**src/hw/ftm_defs.vh**
```
`ifndef FTM_DEFS_VH
`define FTM_DEFS_VH

// register offsets
`define FTM_ADDR_CONFIG1      8'h00
`define FTM_ADDR_PIN_SELECT   8'h01
`define FTM_ADDR_PRESCALE_LO  8'h02
`define FTM_ADDR_PRESCALE_HI  8'h03
`define FTM_ADDR_FAN_MASK     8'h1A
`define FTM_ADDR_FAN_STATUS   8'h22
`define FTM_ADDR_FAN_VALUE0   8'h38
`define FTM_ADDR_FAN_LIMIT0   8'h60

// config1 field positions
`define FTM_CFG_MONITOR_BIT   0
`define FTM_CFG_INT_EN_BIT    1
`define FTM_CFG_INT_CLR_BIT   2

// reset values and full-scale count
`define FTM_RST_CONFIG1       8'h00
`define FTM_RST_PIN_SELECT    8'h00
`define FTM_RST_PRESCALE      8'h55
`define FTM_RST_FAN_MASK      8'h00
`define FTM_RST_FAN_LIMIT     8'hFF
`define FTM_COUNT_FULL        8'hFF

// timing
`define FTM_CLK_HZ            25000000
`define FTM_OSC_HZ            22500
`define FTM_OSC_DIV           (`FTM_CLK_HZ / `FTM_OSC_HZ)
`define FTM_SPINUP_MS         1800
`define FTM_SPINUP_CYCLES     (`FTM_SPINUP_MS * (`FTM_CLK_HZ / 1000))

`endif

```
**src/hw/ftm_tach_edge.v**
```verilog
`timescale 1ns/1ps
`default_nettype none

module ftm_tach_edge (
    input wire mclk,
    input wire rst_n,
    input wire [7:0] tach,
    output wire [7:0] rise
);
    genvar i;
    generate
        for (i = 0; i < 8; i = i + 1) begin : g_ch
            reg meta;
            reg sync;
            reg last;
            always @(posedge mclk or negedge rst_n) begin
                // pins idle high on their pull-ups; resetting to one avoids a false edge
                if (!rst_n) begin
                    meta <= 1'b1;
                    sync <= 1'b1;
                    last <= 1'b1;
                end else begin
                    meta <= tach[i];
                    sync <= meta;
                    last <= sync;
                end
            end
            assign rise[i] = sync & ~last;
        end
    endgenerate
endmodule // ftm_tach_edge

`default_nettype wire

```
**src/hw/ftm_fan_monitor.v**
```verilog
`timescale 1ns/1ps
`default_nettype none
`include "ftm_defs.vh"

module ftm_fan_monitor #(
    parameter SPINUP_CYCLES = `FTM_SPINUP_CYCLES
) (
    input wire mclk,
    input wire arst_n,
    input wire [7:0] tach,
    input wire [7:0] reg_addr,
    input wire [7:0] reg_wdata,
    input wire reg_wr,
    output reg [7:0] reg_rdata,
    output reg [7:0] pin_logic_sel,
    output reg analog_start,
    output reg alert_n
);
    localparam ST_IDLE = 2'd0;
    localparam ST_SPIN = 2'd1;
    localparam ST_INIT = 2'd2;
    localparam ST_MEAS = 2'd3;

    reg rst_meta;
    reg rst_n;
    always @(posedge mclk or negedge arst_n) begin
        if (!arst_n) begin
            rst_meta <= 1'b0;
            rst_n <= 1'b0;
        end else begin
            rst_meta <= 1'b1;
            rst_n <= rst_meta;
        end
    end

    wire [7:0] rise;
    ftm_tach_edge u_edge (
        .mclk(mclk),
        .rst_n(rst_n),
        .tach(tach),
        .rise(rise)
    );

    reg [7:0] config1;
    reg [7:0] prescale_lo;
    reg [7:0] prescale_hi;
    reg [7:0] fan_mask;
    reg [7:0] fan_status;
    reg [7:0] fan_value [0:7];
    reg [7:0] fan_limit [0:7];
    reg [1:0] state;
    reg [2:0] chan;
    reg [7:0] count;
    reg edge_seen;
    reg [10:0] osc_div;
    reg osc_tick;
    reg [2:0] pre_cnt;
    reg [31:0] spin_cnt;
    reg alert_latch;
    reg alert_armed;
    integer k;

    wire wr_cfg = reg_wr && (reg_addr == `FTM_ADDR_CONFIG1);
    wire start = wr_cfg && reg_wdata[`FTM_CFG_MONITOR_BIT]
        && !config1[`FTM_CFG_MONITOR_BIT];
    wire monitor = config1[`FTM_CFG_MONITOR_BIT];
    wire int_clear = config1[`FTM_CFG_INT_CLR_BIT];

    // two divisor bits per fan, code 0..3 means divide by 1, 2, 4, 8
    wire [7:0] pre_reg = chan[2] ? prescale_hi : prescale_lo;
    wire [1:0] div_code = pre_reg[{chan[1:0], 1'b0} +: 2];
    wire [2:0] div_mask = (div_code == 2'd0) ? 3'd0 :
                          (div_code == 2'd1) ? 3'd1 :
                          (div_code == 2'd2) ? 3'd3 : 3'd7;
    wire cnt_tick = osc_tick && ((pre_cnt & div_mask) == div_mask);
    // logic-configured pins never deliver an edge, so the slot runs to full scale
    wire tach_edge = rise[chan] && !pin_logic_sel[chan];
    // end on the tick that brings the count to full scale, so a slot lasts 255 ticks
    wire last_step = (count == (`FTM_COUNT_FULL - 8'h01));
    wire timeout = cnt_tick && last_step;
    wire done_ok = (state == ST_MEAS) && tach_edge && edge_seen;
    wire chan_end = (state == ST_INIT || state == ST_MEAS) && (timeout || done_ok);
    wire [7:0] result = (done_ok && !timeout) ? count : `FTM_COUNT_FULL;

    // free-running on-chip oscillator tick
    always @(posedge mclk or negedge rst_n) begin
        if (!rst_n) begin
            osc_div <= 11'd0;
            osc_tick <= 1'b0;
        end else if (osc_div == (`FTM_OSC_DIV - 1)) begin
            osc_div <= 11'd0;
            osc_tick <= 1'b1;
        end else begin
            osc_div <= osc_div + 11'd1;
            osc_tick <= 1'b0;
        end
    end

    always @(posedge mclk or negedge rst_n) begin
        if (!rst_n) begin
            config1 <= `FTM_RST_CONFIG1;
            pin_logic_sel <= `FTM_RST_PIN_SELECT;
            prescale_lo <= `FTM_RST_PRESCALE;
            prescale_hi <= `FTM_RST_PRESCALE;
            fan_mask <= `FTM_RST_FAN_MASK;
            analog_start <= 1'b0;
            for (k = 0; k < 8; k = k + 1) begin
                fan_limit[k] <= `FTM_RST_FAN_LIMIT;
            end
        end else begin
            analog_start <= start;
            if (reg_wr) begin
                if (reg_addr == `FTM_ADDR_CONFIG1) begin
                    config1 <= reg_wdata;
                end else if (reg_addr == `FTM_ADDR_PIN_SELECT) begin
                    pin_logic_sel <= reg_wdata;
                end else if (reg_addr == `FTM_ADDR_PRESCALE_LO) begin
                    prescale_lo <= reg_wdata;
                end else if (reg_addr == `FTM_ADDR_PRESCALE_HI) begin
                    prescale_hi <= reg_wdata;
                end else if (reg_addr == `FTM_ADDR_FAN_MASK) begin
                    fan_mask <= reg_wdata;
                end else if (reg_addr[7:3] == `FTM_ADDR_FAN_LIMIT0 >> 3) begin
                    fan_limit[reg_addr[2:0]] <= reg_wdata;
                end
            end
        end
    end

    always @(posedge mclk or negedge rst_n) begin
        if (!rst_n) begin
            state <= ST_IDLE;
            chan <= 3'd0;
            count <= 8'h00;
            edge_seen <= 1'b0;
            pre_cnt <= 3'd0;
            spin_cnt <= 32'd0;
            fan_status <= 8'h00;
            for (k = 0; k < 8; k = k + 1) begin
                fan_value[k] <= 8'h00;
            end
        end else if (start) begin
            state <= ST_SPIN;
            spin_cnt <= 32'd0;
            chan <= 3'd0;
            for (k = 0; k < 8; k = k + 1) begin
                fan_value[k] <= 8'h00;
            end
        end else if (!monitor) begin
            state <= ST_IDLE;
        end else begin
            case (state)
                ST_SPIN: begin
                    if (spin_cnt == SPINUP_CYCLES - 1) begin
                        state <= ST_INIT;
                        count <= 8'h00;
                        edge_seen <= 1'b0;
                        pre_cnt <= 3'd0;
                    end else begin
                        spin_cnt <= spin_cnt + 32'd1;
                    end
                end
                ST_INIT, ST_MEAS: begin
                    if (osc_tick) begin
                        pre_cnt <= pre_cnt + 3'd1;
                    end
                    if (chan_end) begin
                        fan_value[chan] <= result;
                        fan_status[chan] <= (result > fan_limit[chan]);
                        chan <= chan + 3'd1;
                        state <= ST_INIT;
                        count <= 8'h00;
                        edge_seen <= 1'b0;
                        pre_cnt <= 3'd0;
                    end else if (tach_edge && edge_seen && state == ST_INIT) begin
                        state <= ST_MEAS;
                        count <= 8'h00;
                        edge_seen <= 1'b0;
                    end else begin
                        if (tach_edge) begin
                            edge_seen <= 1'b1;
                        end
                        if (cnt_tick) begin
                            count <= count + 8'd1;
                        end
                    end
                end
                default: begin
                    state <= ST_IDLE;
                end
            endcase
        end
    end

    // a cleared alert stays quiet until the running fan cycle wraps past fan 7
    always @(posedge mclk or negedge rst_n) begin
        if (!rst_n) begin
            alert_latch <= 1'b0;
            alert_armed <= 1'b1;
            alert_n <= 1'b1;
        end else begin
            if (int_clear) begin
                alert_latch <= 1'b0;
                alert_armed <= 1'b0;
            end else begin
                if (chan_end && chan == 3'd7) begin
                    alert_armed <= 1'b1;
                end
                if (alert_armed && |(fan_status & ~fan_mask)) begin
                    alert_latch <= 1'b1;
                end
            end
            // the pin is live only with enable set and clear released
            alert_n <= ~(alert_latch && config1[`FTM_CFG_INT_EN_BIT] && !int_clear);
        end
    end

    always @(posedge mclk or negedge rst_n) begin
        if (!rst_n) begin
            reg_rdata <= 8'h00;
        end else if (reg_addr == `FTM_ADDR_CONFIG1) begin
            reg_rdata <= config1;
        end else if (reg_addr == `FTM_ADDR_PIN_SELECT) begin
            reg_rdata <= pin_logic_sel;
        end else if (reg_addr == `FTM_ADDR_PRESCALE_LO) begin
            reg_rdata <= prescale_lo;
        end else if (reg_addr == `FTM_ADDR_PRESCALE_HI) begin
            reg_rdata <= prescale_hi;
        end else if (reg_addr == `FTM_ADDR_FAN_MASK) begin
            reg_rdata <= fan_mask;
        end else if (reg_addr == `FTM_ADDR_FAN_STATUS) begin
            reg_rdata <= fan_status;
        end else if (reg_addr[7:3] == `FTM_ADDR_FAN_VALUE0 >> 3) begin
            reg_rdata <= (state == ST_SPIN) ? 8'h00 : fan_value[reg_addr[2:0]];
        end else if (reg_addr[7:3] == `FTM_ADDR_FAN_LIMIT0 >> 3) begin
            reg_rdata <= fan_limit[reg_addr[2:0]];
        end else begin
            reg_rdata <= 8'h00;
        end
    end
endmodule // ftm_fan_monitor

`default_nettype wire

```
**config.mk**
```make
export PLATFORM = sky130hd
export DESIGN_NAME = ftm_fan_monitor
export DESIGN_NICKNAME = d
export VERILOG_FILES = /design/src/hw/ftm_tach_edge.v /design/src/hw/ftm_fan_monitor.v
export VERILOG_INCLUDE_DIRS = /design/src /design/src/hw
export SDC_FILE = /design/constraint.sdc
export NUM_CORES = 1
export LEC_CHECK = 0
export BUFFER_PORTS_ARGS = -buffer_cell sky130_fd_sc_hd__buf_2
export CAP_MARGIN = 0
export CORE_MARGIN = 5
export CORE_UTILIZATION = 55
export DETAILED_ROUTE_END_ITERATION = 6
export HOLD_SLACK_MARGIN = 0.02
export PLACE_DENSITY = 0.72
export SYNTH_ARGS = -nofsm -noshare
export SYNTH_HDL_FRONTEND = slang
export SYNTH_SLANG_ARGS = --single-unit
export TNS_END_PERCENT = 1
```
**constraint.sdc**
```tcl
create_clock -name mclk -period 13.25 [get_ports mclk]
set_clock_uncertainty 0.05 [all_clocks]
set_input_delay 2.65 -clock mclk [delete_from_list [all_inputs] [get_ports mclk]]
set_output_delay 2.65 -clock mclk [all_outputs]
set_load 0.02 [all_outputs]
```
==> flow_summary.yaml, run 1 <==
worst_setup_path:
  timing.critical_path.max_delay_family: "compound AO/OA/AOI/OAI gates"
  reg2regPathDepth: 13
  critPathBufInv: 1
  timing.rr.end: "fan_status[0]"
  crit_fanout: 27
  kind_of_end_point_of_the_critical_path: "register"
  worst_path_arrival_ps: 5990
  cp_max_stage_delay_ps: 890
  path_common_cell: "sky130_fd_sc_hd__o21a_1"
  worstReg2RegStart: "chan[0]"
  worst-r2r-setup-slack_ps: 7710
  list_of_cells_traversed_by_the_critical_path: "buf_4 -> or2_1 -> o22ai_1 -> or3_4 -> a21oi_2 -> o311ai_1 -> ha_1 -> nor2b_1 -> o21a_1 -> o21a_1 -> o21ai_0 -> a21oi_1 -> mux2_2"
  setup.worst_path.start_class: "register"
  timing_worst_setup_path_type: "reg -> reg"
  cp.required_ps: 13700
  cell_with_the_biggest_individual_delay_on_the_critical_path: "sky130_fd_sc_hd__a21oi_2"
yosys:
  synth-main-ff-cell: "sky130_fd_sc_hd__dfrtp_1"
  postSynthNetCount: 1288
  synth-edff-count: 0
  postSynthRegisterBits: 275
  post_synth_instance_area_um2: 14200
  async_flop_share: 1.000
  avg_inst_size_synth_um2: 11.40
  synth-simple-area-share: 0.1274
  postSynthCellCount: 1245
  synth_area_leaders: "sky130_fd_sc_hd__dfrtp_1 31%, sky130_fd_sc_hd__dfstp_2 18%, sky130_fd_sc_hd__mux2_2 9.2%"
  synthXorXnorAreaFrac: 0.02468
  synthAdderAreaFrac: 0.01410
  seq_area_frac_synth: 0.4933
  post_synth_most_frequent_cells: "177 x sky130_fd_sc_hd__dfrtp_1, 116 x sky130_fd_sc_hd__mux2_2, 107 x sky130_fd_sc_hd__nor2_1"
  synth_top_area_frac: 0.3120
  synth-compound-area-share: 0.1359
  ys_types: 91
  yosys_warnings: 0
  synth_mux_area_frac: 0.1677
  synth_most_common_cell: "sky130_fd_sc_hd__dfrtp_1"
  yosys.area.top_type: "sky130_fd_sc_hd__dfrtp_1"
  dominant_combinational_cell_family_by_area_after_synthesis: "multiplexers"
finish:
  finalCoreUtilization: 0.6148
  drive_above_1_share: 0.3064
  finish.net_count: 1296
  sequential_cell_area_um2: 7009
  final.fill_count: 2031
  multi_input_area_um2: 6680
  layout-area-overhead-vs-synth_pct: 9.668
  stdcell_area_um2: 15570
detailed_routing:
  postRouteWirelength_mm: 39.83
  via_per_inst: 6.629
  drt_pre_antenna_iters: 6
  detail_route.iter0.violations: 1143
  vias: 10652
  detail_route.drc_violations: 0
  drt.antenna.violating_nets: 0
  route.detailed.wl_per_inst_um: 24.78
placed_design:
  detailed_place_hpwl_mm: 26.66
  postPlaceCellArea_um2: 14590
  dp_worst_setup_slack_ps: 7374
  gp_congestion: 0.9753
  io_buffer_count: 44
cts:
  cts_max_level: 1
  worst_setup_hold_path_clk_slew_ps: 70
  clock_tree_from_tritoncts: "done"
  cts_made_buffers: 29
  post-cts-setup-buffers: 0
  cts.sink_count: 275
  ctsRootBufferMaster: "sky130_fd_sc_hd__clkbuf_16"
  post_cts_resized: 0
  cts_max_path_buffers: 3
  cts_hold_buffers: 0
  clk_latency_ps: 560
sta:
  worstMarginPinSlew_ps: 1266
  report.final.setup_viol: 0
  period_needed_ps: 5543
  layout_worst_path_cycle_share: 0.4183
  max_clock_freq_ghz: 0.1804
  maxSlewViolCount: 0
  fin_tns_setup_ps: 0
  timing.final.ws_setup_ps: 7707
  timing_hold_violations_final: 0
  rsz_0062_raised_after_global_routing: "false"
  maxSlewHeadroom: 0.1559
die:
  die_height_um: 170.7
  start_util: 0.5606
  num_rows: 58
  core_area_um2: 25330
  top_level_ports: 45
  fp.dieW_um: 170.7
  die-area_um2: 29130
power_and_ir_drop:
  sw_frac_of_total: 0.2712
  ir_worst_vdd_uv: 126.2
  comb_power_share: 0.116
  switching_power_mw: 0.5324
  leakage_power_total_nw: 6.537
  p_per_area_nw_per_um2: 126.1
  post-layout-total-power_mw: 1.963
  clkPwrFrac: 0.425
  seqPwrFrac: 0.459
  p_int_mw: 1.431
min_path:
  timing.hold.worst_endpoint: "u_edge.g_ch[3].sync"
  hold_path.class: "reg -> reg"
  hp-start: "u_edge.g_ch[3].meta"
  worstHoldPathCells: 0
global_routing:
  wire_length_of_the_first_global_routing_pass_mm: 61.82
  grt_overflow: 0
  grt_max_degree: 189
  global_route.usage.total: 0.2719
  first_global_vias: 10530
  antenna_violations_before_repair: 2
run_status:
  status: "finished, final reports clean"
job:
  drv.max_cap_violation_count: 0
power groups by stage:
stage          sequential [mW]  clock, mW  combinational [mW]
4_1_cts                  0.901      0.844               0.223
2_1_floorplan            0.917          0               0.144
5_1_grt                  0.904      0.882               0.242
6_report                 0.902      0.834               0.227
3_5_place_dp             0.915          0               0.221
3_3_place_gp             0.914          0               0.216
per-stage QoR:
stage               hold WS (ps)  std cells
finish                     305.7       1607
global route               308.6       1606
CTS                        306.8       1606
detailed placement         287.2       1552
floorplan                  281.2       1245
global placement           294.6       1552
worst register-to-register path, delay by kind of cell (launching register included):
kind	cells	cell delay, ps
AOI/OAI and AO/OA	7	2760
and+or+nand+nor	3	1300
adders and majority gates	1	450
DFF	1	320
buffers and inverters	1	310
muxes	1	310
sequential cells by signal, summed over array words and instances (netlist names), 2 cells and up:
name	cells
fan_limit	64
fan_value	64
spin_cnt	32
osc_div	11
config1	8
count	8
fan_mask	8
fan_status	8
pin_logic_sel	8
prescale_hi	8
prescale_lo	8
reg_rdata	8
u_edge.g_ch.last	8
u_edge.g_ch.meta	8
u_edge.g_ch.sync	8
chan	3
pre_cnt	3
state	2
how the worst max path moves through the flow:
stage                      from  slack, ps  depth (start not counted)       endpoint
detailed placement  reg_addr[0]       7370                         11   spin_cnt[19]
floorplan                 rst_n       5140                          0    alert_latch
CTS                 reg_addr[0]       7940                         11   spin_cnt[19]
global route            chan[0]       7600                         13  fan_status[0]
global placement    reg_addr[0]       7460                         11   spin_cnt[29]
finish                  chan[0]       7710                         13  fan_status[0]
cells by family after synthesis:
kind of cell,count (synthesis)
DFF,275
buffers and inverters,124
AOI/OAI and AO/OA,246
xor gates and xnor gates,40
and+or+nand+nor,347
other,1
muxes,196
adders and majority gates,16
cells in the final DEF (no fill, tap or decap), types with 15 or more instances in the layout:
| cell | count |
|---|---|
| sky130_fd_sc_hd__nor2_1 | 107 |
| sky130_fd_sc_hd__nand2_1 | 65 |
| sky130_fd_sc_hd__o221a_2 | 24 |
| sky130_fd_sc_hd__nor4_1 | 19 |
| sky130_fd_sc_hd__o21ai_0 | 34 |
| sky130_fd_sc_hd__nand3_1 | 40 |
| sky130_fd_sc_hd__a21oi_1 | 60 |
| sky130_fd_sc_hd__dfstp_2 | 98 |
| sky130_fd_sc_hd__mux4_2 | 19 |
| sky130_fd_sc_hd__mux2i_1 | 56 |
| sky130_fd_sc_hd__buf_2 | 44 |
| sky130_fd_sc_hd__clkbuf_16 | 29 |
| sky130_fd_sc_hd__dfrtp_1 | 175 |
| sky130_fd_sc_hd__inv_1 | 43 |
| sky130_fd_sc_hd__ha_1 | 16 |
| sky130_fd_sc_hd__xnor2_1 | 32 |
| sky130_fd_sc_hd__or3_1 | 16 |
| sky130_fd_sc_hd__and3_1 | 18 |
| sky130_fd_sc_hd__mux2_2 | 116 |
| sky130_fd_sc_hd__o22ai_1 | 15 |
| sky130_fd_sc_hd__a221oi_1 | 18 |
per-layer routing:
metal / part of all wire / vias up / global-route usage
met3: 0.081 / 120 / 0.06631
li1: - / 4626 / -
met5: 0.00018 / - / 0
met2: 0.46 / 481 / 0.4147
met4: 0.041 / 2 / 0.1010
met1: 0.42 / 5423 / 0.3804
area by class of cell:
class,instances,area share
antenna,1,0.0001607
clock buffer,40,0.05183
tap,330,0.02652
clock inverter,14,0.01093
multi-input combinational,846,0.4290
inverter,46,0.01109
timing repair buffer,55,0.02025
sequential,275,0.4502
(Power assumes the default switching activity.)
==> run 2, diff against run 1 <==
--- a/config.mk
+++ b/config.mk
@@ -6,6 +6,7 @@
 export SDC_FILE = /design/constraint.sdc
 export NUM_CORES = 1
 export LEC_CHECK = 0
+export ABC_AREA = 1
 export BUFFER_PORTS_ARGS = -buffer_cell sky130_fd_sc_hd__buf_2
 export CAP_MARGIN = 0
 export CORE_MARGIN = 5
==> constraint.sdc (replaced) <==
create_clock -name mclk -period 5.2 [get_ports mclk]
set_clock_uncertainty 0.05 [all_clocks]
set_input_delay 1.04 -clock mclk [delete_from_list [all_inputs] [get_ports mclk]]
set_output_delay 1.04 -clock mclk [all_outputs]
set_load 0.02 [all_outputs]
==> flow_summary.yaml, run 2 <==
global_routing:
  grt_max_degree: 177
  grt_overflow: 0
  global_route.usage.total: 0.2836
  antenna_violations_before_repair: 0
  first_global_vias: 12030
  wire_length_of_the_first_global_routing_pass_mm: 65.19
power_and_ir_drop:
  p_int_mw: 4.403
  leakage_power_total_nw: 7.070
  p_per_area_nw_per_um2: 422.8
  comb_power_share: 0.221
  seqPwrFrac: 0.426
  post-layout-total-power_mw: 6.574
  ir_worst_vdd_uv: 330.3
  sw_frac_of_total: 0.3302
  clkPwrFrac: 0.353
  switching_power_mw: 2.171
die:
  die-area_um2: 28810
  die_height_um: 169.7
  num_rows: 58
  fp.dieW_um: 169.7
  core_area_um2: 25180
  top_level_ports: 45
  start_util: 0.5573
placed_design:
  gp_congestion: 0.9456
  io_buffer_count: 44
  postPlaceCellArea_um2: 14460
  detailed_place_hpwl_mm: 28.07
detailed_routing:
  postRouteWirelength_mm: 40.85
  vias: 12544
  detail_route.drc_violations: 9
  detail_route.iter0.violations: 1510
  drt.antenna.violating_nets: 0
  drt_pre_antenna_iters: 7
  via_per_inst: 5.906
  route.detailed.wl_per_inst_um: 19.23
yosys:
  synth_most_common_cell: "sky130_fd_sc_hd__nand2_1"
  post_synth_instance_area_um2: 14030
  post_synth_most_frequent_cells: "524 x sky130_fd_sc_hd__nand2_1, 177 x sky130_fd_sc_hd__dfrtp_1, 163 x sky130_fd_sc_hd__o21ai_0"
  yosys_warnings: 0
  avg_inst_size_synth_um2: 8.033
  postSynthCellCount: 1747
  synth_area_leaders: "sky130_fd_sc_hd__dfrtp_1 32%, sky130_fd_sc_hd__dfstp_2 18%, sky130_fd_sc_hd__nand2_1 14%"
  postSynthRegisterBits: 275
  postSynthNetCount: 1790
  seq_area_frac_synth: 0.4991
  async_flop_share: 1.000
  synth-edff-count: 0
  synth_top_area_frac: 0.3156
  yosys.area.top_type: "sky130_fd_sc_hd__dfrtp_1"
  ys_types: 52
  synth-main-ff-cell: "sky130_fd_sc_hd__dfrtp_1"
cts:
  cts_hold_buffers: 0
  ctsRootBufferMaster: "sky130_fd_sc_hd__clkbuf_16"
  cts_made_buffers: 30
  clk_latency_ps: 570
  cts_max_path_buffers: 3
  cts.sink_count: 275
  cts_max_level: 1
  clock_tree_from_tritoncts: "done"
  worst_setup_hold_path_clk_slew_ps: 60
  post-cts-setup-buffers: 0
  post_cts_resized: 0
worst_setup_path:
  worstReg2RegStart: "chan[0]"
  crit_fanout: 15
  kind_of_end_point_of_the_critical_path: "register"
  setup.worst_path.start_class: "register"
  timing_worst_setup_path_type: "reg -> reg"
  worst_path_arrival_ps: 4220
  cp.required_ps: 5570
  worst-r2r-setup-slack_ps: 1350
  worstSetupStartpoint: "chan[0]"
sta:
  rsz_0062_raised_after_global_routing: "false"
  period_needed_ps: 3851
  max_clock_freq_ghz: 0.2597
  timing_hold_violations_final: 0
  layout_worst_path_cycle_share: 0.7406
  worstMarginPinSlew_ps: 1227
  fin_tns_setup_ps: 0
  report.final.setup_viol: 0
  maxSlewViolCount: 0
  maxSlewHeadroom: 0.1802
run_status:
  status: "finished with violations"
  violations_in_the_final_reports: "DRC"
finish:
  commonest_cells_after_routing_fill_and_taps_aside: "524 x sky130_fd_sc_hd__nand2_1, 176 x sky130_fd_sc_hd__dfrtp_1, 163 x sky130_fd_sc_hd__o21ai_0"
  most_common_library_cell_in_the_layout_ignoring_fill_and_taps: "sky130_fd_sc_hd__nand2_1"
  finish.net_count: 1814
  antenna-diode-count: 0
  stdcell_area_um2: 15550
  final.fill_count: 2234
  drive_above_1_share: 0.1455
  finalCoreUtilization: 0.6175
  layout_top_registers: "fan_limit: 64 flops, fan_value: 64 flops, spin_cnt: 32 flops"
  layout-area-overhead-vs-synth_pct: 10.81
job:
  drv.max_cap_violation_count: 0
min_path:
  hold_path.class: "in -> async"
==> run 2: changes by cell type after synthesis, moves of 26 or more <==
cell / before / now
sky130_fd_sc_hd__nand2_1: 65 / 524
sky130_fd_sc_hd__nand4_1: 6 / 38
sky130_fd_sc_hd__a21oi_1: 60 / 24
sky130_fd_sc_hd__xnor2_1: 32 / 2
sky130_fd_sc_hd__clkbuf_1: 56 / 27
sky130_fd_sc_hd__o21ai_0: 34 / 163
sky130_fd_sc_hd__inv_1: 43 / 146
sky130_fd_sc_hd__nand3_1: 40 / 146
sky130_fd_sc_hd__mux2_2: 116 / 0
sky130_fd_sc_hd__mux2i_1: 56 / 0
sky130_fd_sc_hd__xor2_1: 8 / 34
==> run 2: worst paths after layout <==
path                                  endpoint  cells past startpoint
setup reg to reg                 fan_status[0]                     16
hold reg to reg            u_edge.g_ch[6].sync                      0
hold / removal                           rst_n                      1
max in group asynchronous          fan_mask[7]                      1
min in group mclk          u_edge.g_ch[6].sync                      0
setup / recovery                 fan_status[0]                     16
==> run 2: per-layer routing <==
| layer | part of all wire | global-route usage | vias to the layer above |
|---|---|---|---|
| met5 | 0 | 0 | - |
| met4 | 0.047 | 0.1127 | 0 |
| met3 | 0.091 | 0.05637 | 131 |
| met2 | 0.45 | 0.4436 | 576 |
| li1 | - | - | 5800 |
| met1 | 0.41 | 0.3914 | 6037 |
==> run 2: critical path: stages, from the launching register on <==
cell                       delay [ps]
sky130_fd_sc_hd__dfrtp_1          550
sky130_fd_sc_hd__inv_2            330
sky130_fd_sc_hd__nand3_1          150
sky130_fd_sc_hd__nand3_1          110
sky130_fd_sc_hd__nand3_1           90
sky130_fd_sc_hd__nand2_1           70
sky130_fd_sc_hd__clkinv_1          70
sky130_fd_sc_hd__nand3_1          140
sky130_fd_sc_hd__nor2_1            90
sky130_fd_sc_hd__nor2_1           510
sky130_fd_sc_hd__nand2_1          200
sky130_fd_sc_hd__ha_1             360
sky130_fd_sc_hd__a21oi_1          200
sky130_fd_sc_hd__o21a_1           130
sky130_fd_sc_hd__o211ai_1          70
sky130_fd_sc_hd__o21ai_1          360
sky130_fd_sc_hd__o21ai_0          210
==> run 2: power by group through the flow <==
stage / Combinational [mW] / Clock, mW / Sequential [mW]
2_1_floorplan: 1.11 / 0 / 2.73
3_3_place_gp: 1.39 / 0 / 2.81
3_5_place_dp: 1.44 / 0 / 2.82
4_1_cts: 1.45 / 2.34 / 2.79
5_1_grt: 1.65 / 2.44 / 2.84
6_report: 1.46 / 2.32 / 2.80
==> run 2: cells by family after synthesis <==
logic type               Yosys count  share of synthesized area
AND/OR/NAND/NOR                  905                     0.2793
adder cells (fa/ha/maj)           16                    0.01427
flip-flops                       275                     0.4991
AO/OA/AOI/OAI                    274                     0.1136
other                              1                  0.0002672
buffers and inverters            240                    0.07097
XOR/XNOR                          36                    0.02247
==> run 2: final cells by class <==
class	count	area, um^2	area share
Sequential cell	275	7008	0.4507
Multi-Input combinational cell	1232	6036	0.3882
Clock buffer	41	852.1	0.05480
Inverter	174	655.6	0.04216
Tap cell	330	412.9	0.02655
Timing Repair Buffer	58	350.3	0.02253
Clock inverter	14	235.2	0.01513
==> run 2: per-stage QoR <==
stage               worst slack (ps)  instances  hold WS (ps)
finish                          1349       2124         208.0
global route                    1029       2124         186.3
CTS                             1453       2124         187.5
detailed placement              1230       2069         288.1
global placement                1358       2069         285.0
floorplan                      735.4       1747         281.1
